$ cat src/common/tft_pkg.sv
package tft_pkg;

  // ----------------------------------------------------------------------
  // Timing.
  // ----------------------------------------------------------------------
  localparam int CLK_PERIOD_NS = 50;
  localparam int MS_TIME_NS    = 1000000;
  localparam int MS_CYCLES     = (MS_TIME_NS + CLK_PERIOD_NS - 1) / CLK_PERIOD_NS;
  localparam int MS_CNT_W      = 15;
  localparam logic [4:0] DB_LONG_MS  = 5'h14;  // 20 ms input width.
  localparam logic [4:0] DB_SHORT_MS = 5'h01;  // 1 ms input width.

  // ----------------------------------------------------------------------
  // Register map (byte addresses) and fields.
  // ----------------------------------------------------------------------
  localparam int AW = 8;
  localparam logic [AW-1:0] ADDR_CTRL    = 8'h00;
  localparam logic [AW-1:0] ADDR_SET_OFF = 8'h04;
  localparam logic [AW-1:0] ADDR_SET_ON  = 8'h08;
  localparam logic [AW-1:0] ADDR_STATUS  = 8'h0C;
  localparam logic [AW-1:0] ADDR_PV      = 8'h10;
  localparam logic [AW-1:0] ADDR_DISP    = 8'h14;
  localparam int CTRL_SEL_BIT = 0;
  localparam int CTRL_CFG_LSB = 1;
  localparam int CTRL_CFG_MSB = 11;
  localparam int SV_W         = 14;
  localparam logic [SV_W-1:0] SV_MAX = 14'h270F;  // 9999 counts.
  localparam logic [SV_W-1:0] SV_ONE = 14'h0001;
  localparam logic [SV_W-1:0] SV_RST = 14'h0000;

  // ----------------------------------------------------------------------
  // Time range units, in milliseconds per count.
  // ----------------------------------------------------------------------
  localparam int UL_W = 22;
  localparam logic [2:0] U_1MS   = 3'h0;
  localparam logic [2:0] U_10MS  = 3'h1;
  localparam logic [2:0] U_100MS = 3'h2;
  localparam logic [2:0] U_1S    = 3'h3;
  localparam logic [2:0] U_1MIN  = 3'h4;
  localparam logic [2:0] U_1H    = 3'h5;
  localparam logic [UL_W-1:0] UL_1MS   = 22'h000001;
  localparam logic [UL_W-1:0] UL_10MS  = 22'h00000A;
  localparam logic [UL_W-1:0] UL_100MS = 22'h000064;
  localparam logic [UL_W-1:0] UL_1S    = 22'h0003E8;
  localparam logic [UL_W-1:0] UL_1MIN  = 22'h00EA60;
  localparam logic [UL_W-1:0] UL_1H    = 22'h36EE80;

  // Run configuration, held in CTRL[11:1].
  typedef struct packed {
    logic [2:0] on_unit;
    logic [2:0] off_unit;
    logic       retain;
    logic       instant;
    logic       short_width;
    logic       on_first;
    logic       count_down;
  } tft_cfg_s;

  localparam tft_cfg_s CFG_RST = '0;

  typedef enum logic {TM_IDLE, TM_RUN} tft_state_e;

endpackage

$ cat src/rtl/tft_twin_timer.sv
`timescale 1ns/100ps

// Summary of operation
// - Off period set from zero counts; range up to 9999 hours.
// - On period at least one count; zero is raised to one.
// - Presented value is elapsed time in up mode, remaining in down mode.
// - Output mode selects off-first or on-first sequence.
// - Start and reset are filtered with a shared 20 ms or 1 ms width.
// - Presented set value follows the period being timed.
// - Start begins timing; start changes are ignored while timing.
// - Off-first: output starts low and toggles at every period end.
// - On-first: output starts high and toggles at every period end.
// - Start already active at power-up or reset release begins timing.
// - Retaining variant keeps value and output across power loss.
// - Instantaneous models start without waiting for start input.
// - Selection mode clears value, drops output and suspends timing.
// - Configuration applies on return to run; a change forces a reset. Set values apply at once.
module tft_twin_timer #(
  parameter int MS_CYCLES = tft_pkg::MS_CYCLES
) (
  // Clock and reset.
  input  wire logic        hclk,
  input  wire logic        hresetn,
  // AHB-Lite slave.
  input  wire logic        hsel,
  input  wire logic [31:0] haddr,
  input  wire logic [1:0]  htrans,
  input  wire logic        hwrite,
  input  wire logic [2:0]  hsize,
  input  wire logic [31:0] hwdata,
  input  wire logic        hready,
  output logic             hreadyout,
  output logic             hresp,
  output logic [31:0]      hrdata,
  // Panel pins.
  input  wire logic        start_in,
  input  wire logic        reset_in,
  input  wire logic        power_ok_in,
  output logic             ctrl_out
);

  // ----------------------------------------------------------------------
  // Helper functions.
  // ----------------------------------------------------------------------
  // Milliseconds per count for a time range code.
  function automatic logic [tft_pkg::UL_W-1:0] unit_len(input logic [2:0] u);
    unique case (u)
      tft_pkg::U_10MS:  unit_len = tft_pkg::UL_10MS;
      tft_pkg::U_100MS: unit_len = tft_pkg::UL_100MS;
      tft_pkg::U_1S:    unit_len = tft_pkg::UL_1S;
      tft_pkg::U_1MIN:  unit_len = tft_pkg::UL_1MIN;
      tft_pkg::U_1H:    unit_len = tft_pkg::UL_1H;
      default:          unit_len = tft_pkg::UL_1MS;
    endcase
  endfunction

  // Limits a written set value to four decimal digits.
  function automatic logic [tft_pkg::SV_W-1:0] clamp_sv(input logic [31:0] d);
    if (d[tft_pkg::SV_W-1:0] > tft_pkg::SV_MAX || d[31:tft_pkg::SV_W] != '0) begin
      clamp_sv = tft_pkg::SV_MAX;
    end else begin
      clamp_sv = d[tft_pkg::SV_W-1:0];
    end
  endfunction

  // ----------------------------------------------------------------------
  // Declarations.
  // ----------------------------------------------------------------------
  logic [2:0]                  sync1_ff, sync2_ff;
  logic [tft_pkg::MS_CNT_W-1:0] ms_cnt_ff, nxt_ms_cnt;
  logic                        ms_tick;
  logic [1:0][4:0]             db_cnt_ff, nxt_db_cnt;
  logic [1:0]                  db_ff, nxt_db;
  logic [4:0]                  db_width;
  logic                        start_db, reset_db, pwr;
  logic                        ap_wr_ff, nxt_ap_wr;
  logic [tft_pkg::AW-1:0]      ap_addr_ff, nxt_ap_addr;
  logic [31:0]                 hrdata_ff, nxt_hrdata;
  logic                        sel_ff, nxt_sel, auto_rst_ff, nxt_auto_rst;
  tft_pkg::tft_cfg_s           cfg_sh_ff, nxt_cfg_sh, cfg_act_ff, nxt_cfg_act;
  logic [tft_pkg::SV_W-1:0]    set_off_ff, nxt_set_off, set_on_ff, nxt_set_on;
  tft_pkg::tft_state_e         state_ff, nxt_state;
  logic                        phase_ff, nxt_phase, out_ff, nxt_out;
  logic [tft_pkg::SV_W-1:0]    val_ff, nxt_val;
  logic [tft_pkg::UL_W-1:0]    unit_cnt_ff, nxt_unit_cnt;
  logic [tft_pkg::SV_W-1:0]    on_eff, cur_set, pv;
  logic [2:0]                  cur_unit;
  logic                        clear, hold, expire, sel_exit;

  // ----------------------------------------------------------------------
  // Pin synchronisers, time base and input filters.
  // ----------------------------------------------------------------------
  // Two-stage synchronisers for start, reset and power.
  always_ff @(posedge hclk or negedge hresetn) begin
    if (!hresetn) begin
      sync1_ff <= 3'h0;
      sync2_ff <= 3'h0;
    end else begin
      sync1_ff <= {power_ok_in, reset_in, start_in};
      sync2_ff <= sync1_ff;
    end
  end

  assign pwr      = sync2_ff[2];
  assign ms_tick  = (ms_cnt_ff == tft_pkg::MS_CNT_W'(MS_CYCLES - 1));
  assign db_width = cfg_act_ff.short_width ? tft_pkg::DB_SHORT_MS : tft_pkg::DB_LONG_MS;
  assign start_db = db_ff[0];
  assign reset_db = db_ff[1];

  // Millisecond prescaler and pulse-width filters.
  always_comb begin
    nxt_ms_cnt = ms_tick ? '0 : ms_cnt_ff + 1'b1;
    nxt_db     = db_ff;
    nxt_db_cnt = db_cnt_ff;
    for (int i = 0; i < 2; i++) begin
      if (sync2_ff[i] == db_ff[i]) begin
        nxt_db_cnt[i] = '0;
      end else if (ms_tick) begin
        if (db_cnt_ff[i] >= db_width) begin
          nxt_db[i]     = sync2_ff[i];
          nxt_db_cnt[i] = '0;
        end else begin
          nxt_db_cnt[i] = db_cnt_ff[i] + 1'b1;
        end
      end
    end
  end

  // Time base and filter registers.
  always_ff @(posedge hclk or negedge hresetn) begin
    if (!hresetn) begin
      ms_cnt_ff <= '0;
      db_ff     <= 2'h0;
      db_cnt_ff <= '0;
    end else begin
      ms_cnt_ff <= nxt_ms_cnt;
      db_ff     <= nxt_db;
      db_cnt_ff <= nxt_db_cnt;
    end
  end

  // ----------------------------------------------------------------------
  // Bus slave and registers.
  // ----------------------------------------------------------------------
  assign hreadyout = 1'b1;
  assign hresp     = 1'b0;
  assign hrdata    = hrdata_ff;
  assign sel_exit  = ap_wr_ff && ap_addr_ff == tft_pkg::ADDR_CTRL && sel_ff
                     && !hwdata[tft_pkg::CTRL_SEL_BIT];

  // Address phase capture, read data and register writes.
  always_comb begin
    nxt_ap_wr    = hsel && hready && htrans[1] && hwrite;
    nxt_ap_addr  = haddr[tft_pkg::AW-1:0];
    nxt_hrdata   = hrdata_ff;
    nxt_sel      = sel_ff;
    nxt_cfg_sh   = cfg_sh_ff;
    nxt_cfg_act  = cfg_act_ff;
    nxt_set_off  = set_off_ff;
    nxt_set_on   = set_on_ff;
    nxt_auto_rst = 1'b0;
    if (hsel && hready && htrans[1] && !hwrite) begin
      unique case (haddr[tft_pkg::AW-1:0])
        tft_pkg::ADDR_CTRL:    nxt_hrdata = 32'({cfg_sh_ff, sel_ff});
        tft_pkg::ADDR_SET_OFF: nxt_hrdata = 32'(set_off_ff);
        tft_pkg::ADDR_SET_ON:  nxt_hrdata = 32'(set_on_ff);
        tft_pkg::ADDR_STATUS:  nxt_hrdata = 32'({state_ff == tft_pkg::TM_RUN,
                                                 phase_ff, out_ff, pwr});
        tft_pkg::ADDR_PV:      nxt_hrdata = 32'(pv);
        tft_pkg::ADDR_DISP:    nxt_hrdata = 32'(cur_set);
        default:               nxt_hrdata = 32'h00000000;
      endcase
    end
    if (ap_wr_ff) begin
      unique case (ap_addr_ff)
        tft_pkg::ADDR_CTRL: begin
          nxt_sel    = hwdata[tft_pkg::CTRL_SEL_BIT];
          nxt_cfg_sh = hwdata[tft_pkg::CTRL_CFG_MSB:tft_pkg::CTRL_CFG_LSB];
        end
        tft_pkg::ADDR_SET_OFF: nxt_set_off = clamp_sv(hwdata);
        tft_pkg::ADDR_SET_ON:  nxt_set_on  = clamp_sv(hwdata);
        default: ;
      endcase
    end
    // Staged settings go live only when selection mode is left.
    if (sel_exit) begin
      nxt_cfg_act  = hwdata[tft_pkg::CTRL_CFG_MSB:tft_pkg::CTRL_CFG_LSB];
      nxt_auto_rst = (nxt_cfg_act != cfg_act_ff);
    end
  end

  // Bus and register flops.
  always_ff @(posedge hclk or negedge hresetn) begin
    if (!hresetn) begin
      ap_wr_ff    <= 1'b0;
      ap_addr_ff  <= '0;
      hrdata_ff   <= 32'h00000000;
      sel_ff      <= 1'b0;
      cfg_sh_ff   <= tft_pkg::CFG_RST;
      cfg_act_ff  <= tft_pkg::CFG_RST;
      set_off_ff  <= tft_pkg::SV_RST;
      set_on_ff   <= tft_pkg::SV_RST;
      auto_rst_ff <= 1'b0;
    end else begin
      ap_wr_ff    <= nxt_ap_wr;
      ap_addr_ff  <= nxt_ap_addr;
      hrdata_ff   <= nxt_hrdata;
      sel_ff      <= nxt_sel;
      cfg_sh_ff   <= nxt_cfg_sh;
      cfg_act_ff  <= nxt_cfg_act;
      set_off_ff  <= nxt_set_off;
      set_on_ff   <= nxt_set_on;
      auto_rst_ff <= nxt_auto_rst;
    end
  end

  // ----------------------------------------------------------------------
  // Twin period timer.
  // ----------------------------------------------------------------------
  // Period selection and presented value.
  always_comb begin
    on_eff   = (set_on_ff == tft_pkg::SV_RST) ? tft_pkg::SV_ONE : set_on_ff;
    cur_set  = phase_ff ? on_eff : set_off_ff;
    cur_unit = phase_ff ? cfg_act_ff.on_unit : cfg_act_ff.off_unit;
    pv       = cfg_act_ff.count_down ? cur_set - val_ff : val_ff;
    clear    = reset_db || sel_ff || auto_rst_ff
               || (!pwr && !cfg_act_ff.retain);
    hold     = !pwr && cfg_act_ff.retain;
    expire   = val_ff >= cur_set;
  end

  // Next state of the timer.
  always_comb begin
    nxt_state    = state_ff;
    nxt_phase    = phase_ff;
    nxt_out      = out_ff;
    nxt_val      = val_ff;
    nxt_unit_cnt = unit_cnt_ff;
    if (clear) begin
      nxt_state    = tft_pkg::TM_IDLE;
      nxt_phase    = 1'b0;
      nxt_out      = 1'b0;
      nxt_val      = '0;
      nxt_unit_cnt = '0;
    end else if (!hold) begin
      unique case (state_ff)
        tft_pkg::TM_IDLE: begin
          if (start_db || cfg_act_ff.instant) begin
            nxt_state    = tft_pkg::TM_RUN;
            nxt_phase    = cfg_act_ff.on_first;
            nxt_out      = cfg_act_ff.on_first;
            nxt_val      = '0;
            nxt_unit_cnt = '0;
          end
        end
        tft_pkg::TM_RUN: begin
          if (expire) begin
            nxt_phase    = !phase_ff;
            nxt_out      = !out_ff;
            nxt_val      = '0;
            nxt_unit_cnt = '0;
          end else if (ms_tick) begin
            if (unit_cnt_ff + 1'b1 >= unit_len(cur_unit)) begin
              nxt_unit_cnt = '0;
              nxt_val      = val_ff + 1'b1;
            end else begin
              nxt_unit_cnt = unit_cnt_ff + 1'b1;
            end
          end
        end
      endcase
    end
  end

  // Timer registers.
  always_ff @(posedge hclk or negedge hresetn) begin
    if (!hresetn) begin
      state_ff    <= tft_pkg::TM_IDLE;
      phase_ff    <= 1'b0;
      out_ff      <= 1'b0;
      val_ff      <= '0;
      unit_cnt_ff <= '0;
    end else begin
      state_ff    <= nxt_state;
      phase_ff    <= nxt_phase;
      out_ff      <= nxt_out;
      val_ff      <= nxt_val;
      unit_cnt_ff <= nxt_unit_cnt;
    end
  end

  assign ctrl_out = out_ff;
endmodule // tft_twin_timer

$ cat config.mk
export PLATFORM = sky130hd
export DESIGN_NAME = tft_twin_timer
export DESIGN_NICKNAME = d
export VERILOG_FILES = /design/src/common/tft_pkg.sv /design/src/rtl/tft_twin_timer.sv
export SDC_FILE = /design/constraint.sdc
export NUM_CORES = 1
export LEC_CHECK = 0
export BUFFER_PORTS_ARGS = -buffer_cell sky130_fd_sc_hd__buf_2
export CAP_MARGIN = 10
export CORE_ASPECT_RATIO = 0.8
export CORE_MARGIN = 2
export CORE_UTILIZATION = 54
export DETAILED_ROUTE_END_ITERATION = 8
export PLACE_DENSITY = 0.81
export SLEW_MARGIN = 20
export SYNTH_ARGS = -nofsm -noshare
export SYNTH_HDL_FRONTEND = slang
export SYNTH_SLANG_ARGS = --single-unit
$ cat constraint.sdc
create_clock -name hclk -period 12.18 [get_ports hclk]
set_input_delay 3.045 -clock hclk [delete_from_list [all_inputs] [get_ports hclk]]
set_output_delay 3.045 -clock hclk [all_outputs]
set_load 0.005 [all_outputs]
==> summary.txt <==
Most used DFF post-synth: dfrtp_1
All-layer global routing usage: 26.3%
Die height: 119 µm
DRT iter0 DRCs: 846
Critical path class: in2reg
Warnings, synthesis: 0
Fill count: 1386
Area share of the largest cell type after synthesis: 41.0%
Residual DRC count: 0
Worst hold margin: 0.347 ns
Critical Path Fanout Max: 16
Main combinational cell family by area after synthesis: simple AND/OR/NAND/NOR gates
Startpoint types: primary input
Synth Area in Adders: 6.09%
Status: completed
Vias post-DR: 7543
Clock Sinks: 147
Design area: 9980 µm²
Number of global-route vias before repair: 7011
Cell Pwr Density: 108 nW/µm²
Vias per cell: 6.04
Critical Path AT: 5.35 ns
Initial antenna violation count: 0
Skew-Pair Late Insertion Delay: 0.43 ns
Mux cell area share after synthesis: 6.95%
Clk_skew: 0.00763 ns
I/O pin count: 112
Clock tree from TritonCTS: done
Dpl cell area: 9390 µm²
Fmax: 200 MHz
Fin util: 60.9%
XOR/XNOR Fraction of Synth Area: 5.37%
Worst min-delay path class: reg2reg
Area growth syn-to-layout: 11.3%
VDD IR max: 0.0867 mV
First-pass GRT wire length: 36.5 mm
Compound-gate portion of the synthesized area: 16.8%
Clock root cell: clkbuf_16
Commonest cells post-synth: dfrtp_1, nand2_1, o21ai_0, nor2_1
Worst slew margin: 30.7%
Clock Pin Slew Worst Setup and Hold Paths: 0.06 ns
PostCTS Resize Cnt: 0
Post-synth EDFFs: 0
Least-Margin Pin Slew: 1.03 ns
Cell count after synthesis: 965
Top cell type by total area after synthesis: dfrtp_1
CTS Buffer Depth: 2
Cell with the most instances after synthesis: dfrtp_1
Post-CTS Setup Bufs: 0
Routed Antenna Nets: 0
Final wirelength: 22.2 mm
Top post-synthesis cells by area: dfrtp_1, ha_1, mux2_2
FFs w/ async S/R, synth: 100%
# hold bufs at CTS: 0
Max_cap viols: 0
Initial core utilization: 54.7%
Layout net count: 1137
Rows: 42
Die W: 148 µm
TNS Setup: 0 ns
Sequential area share after synthesis: 41.0%
Yosys reg bits: 147
Pin count of the biggest net entering global routing: 81
Wire length per cell: 17.8 µm
Avg Cell Area, Syn: 9.29 µm²
Hpwl dp: 16.4 mm
Post-Syn Area: 8960 µm²
Post-route clock period utilization: 41.0%
Synth cell types: 70
Worst Path Required: 12.54 ns
Diode count: 0
P_leak: 4.46 nW
Final min period: 4.99 ns
Port buffer count: 63
Unrepaired setup endpoints after global routing: no
GP Congestion: 0.974
Slew Viols, Final: 0
Fraction of layout cells with a size suffix above 1: 15.4%
Final setup violation count: 0
Global route overflow: 0
CTS Buf Count: 17
H-tree lvl count: 4
Core area: 16400 µm²
Post-synthesis simple-gate area fraction: 19.1%
Die ar.: 17700 µm²
Hold Vio Cnt, Final: 0
Pre-antenna DRT Iters: 5
Crit end category: register
final cells by class:
type,instances,area (µm²),share of cell area [%]
sequential,147,3680,36.9
timing repair buffer,68,359,3.60
clock buffer,18,429,4.30
inverter,35,131,1.32
tap,220,275,2.76
multi-input combinational,748,4950,49.6
clock inverter,12,158,1.58
through the flow:
step,instances,power [mW],setup WS (ns)
final,1248,1.07,7.19
after global routing,1248,1.11,6.95
after CTS,1248,1.08,7.20
after detailed placement,1218,0.552,6.80
after global placement,1218,0.551,6.82
after floorplan,983,0.528,7.62
flip-flops by register name (all words and copies together), names as in the netlist, 10 cells and up:
signal,count
cfg_act_ff,11
cfg_sh_ff,11
db_cnt_ff,10
hrdata,14
ms_cnt_ff,15
set_off_ff,14
set_on_ff,14
unit_cnt_ff,22
val_ff,14
critical path: stages:
cell and delay [ns]:
buf_2 0.10, nand4b_1 0.60, a211oi_1 0.99, nand2_1 0.27, a31oi_1 0.21, a221o_1 0.13
worst paths after layout:
kind / startpoint / endpoint / slack [ns] / cells past startpoint
worst max-delay path: hwrite / hrdata[8] / 7.19 / 6
worst min-delay path: sync1_ff[2] / sync2_ff[2] / 0.35 / 0
worst max register to register: phase_ff / val_ff[0] / 7.43 / 10
worst min register to register: sync1_ff[2] / sync2_ff[2] / 0.35 / 0
max in group asynchronous: hresetn / hrdata[9] / 8.18 / 2
min in group asynchronous: hresetn / ms_cnt_ff[6] / 2.63 / 1
cell usage in the layout, fill, tap and decap left out, types with 5 or more instances in the layout:
cell	instances
a31o_2	7
a22o_1	12
nand2_1	125
and2_1	9
dfrtp_1	147
and3_1	11
xor2_1	34
o31ai_1	8
o21ai_0	80
o211ai_1	5
or3_1	7
nand3_1	39
clkbuf_16	17
a31oi_1	8
nand4_1	14
buf_2	62
a21o_1	8
mux2_2	42
a211oi_1	8
nand2b_1	6
nor3_1	24
xnor2_1	21
nor4_1	18
nor2b_1	7
a21oi_1	27
conb_1	20
nor2_1	66
buf_4	5
a221oi_1	8
o221ai_1	5
ha_1	42
mux2i_1	15
inv_1	34
cells by family after synthesis:
kind of cell,Yosys count
AO/OA/AOI/OAI,222
adder cells (fa/ha/maj),43
buffers and inverters,88
AND/OR/NAND/NOR,351
other,2
multiplexers,57
XOR/XNOR,55
flip-flops,147
power by group:
| group | switching (mW) | internal, mW |
|---|---|---|
| sequential | 0.00350 | 0.493 |
| combinational | 0.0332 | 0.0146 |
| clock | 0.209 | 0.321 |
per-layer routing:
metal | track usage [%] | vias up | routed length [µm]
met5 | 0 | - | 0
met4 | 7.02 | 0 | 357
met3 | 8.93 | 36 | 2170
met2 | 35.8 | 303 | 9350
met1 | 39.8 | 3625 | 10400
li1 | - | 3579 | -
Power figures use the tool's default switching activity.
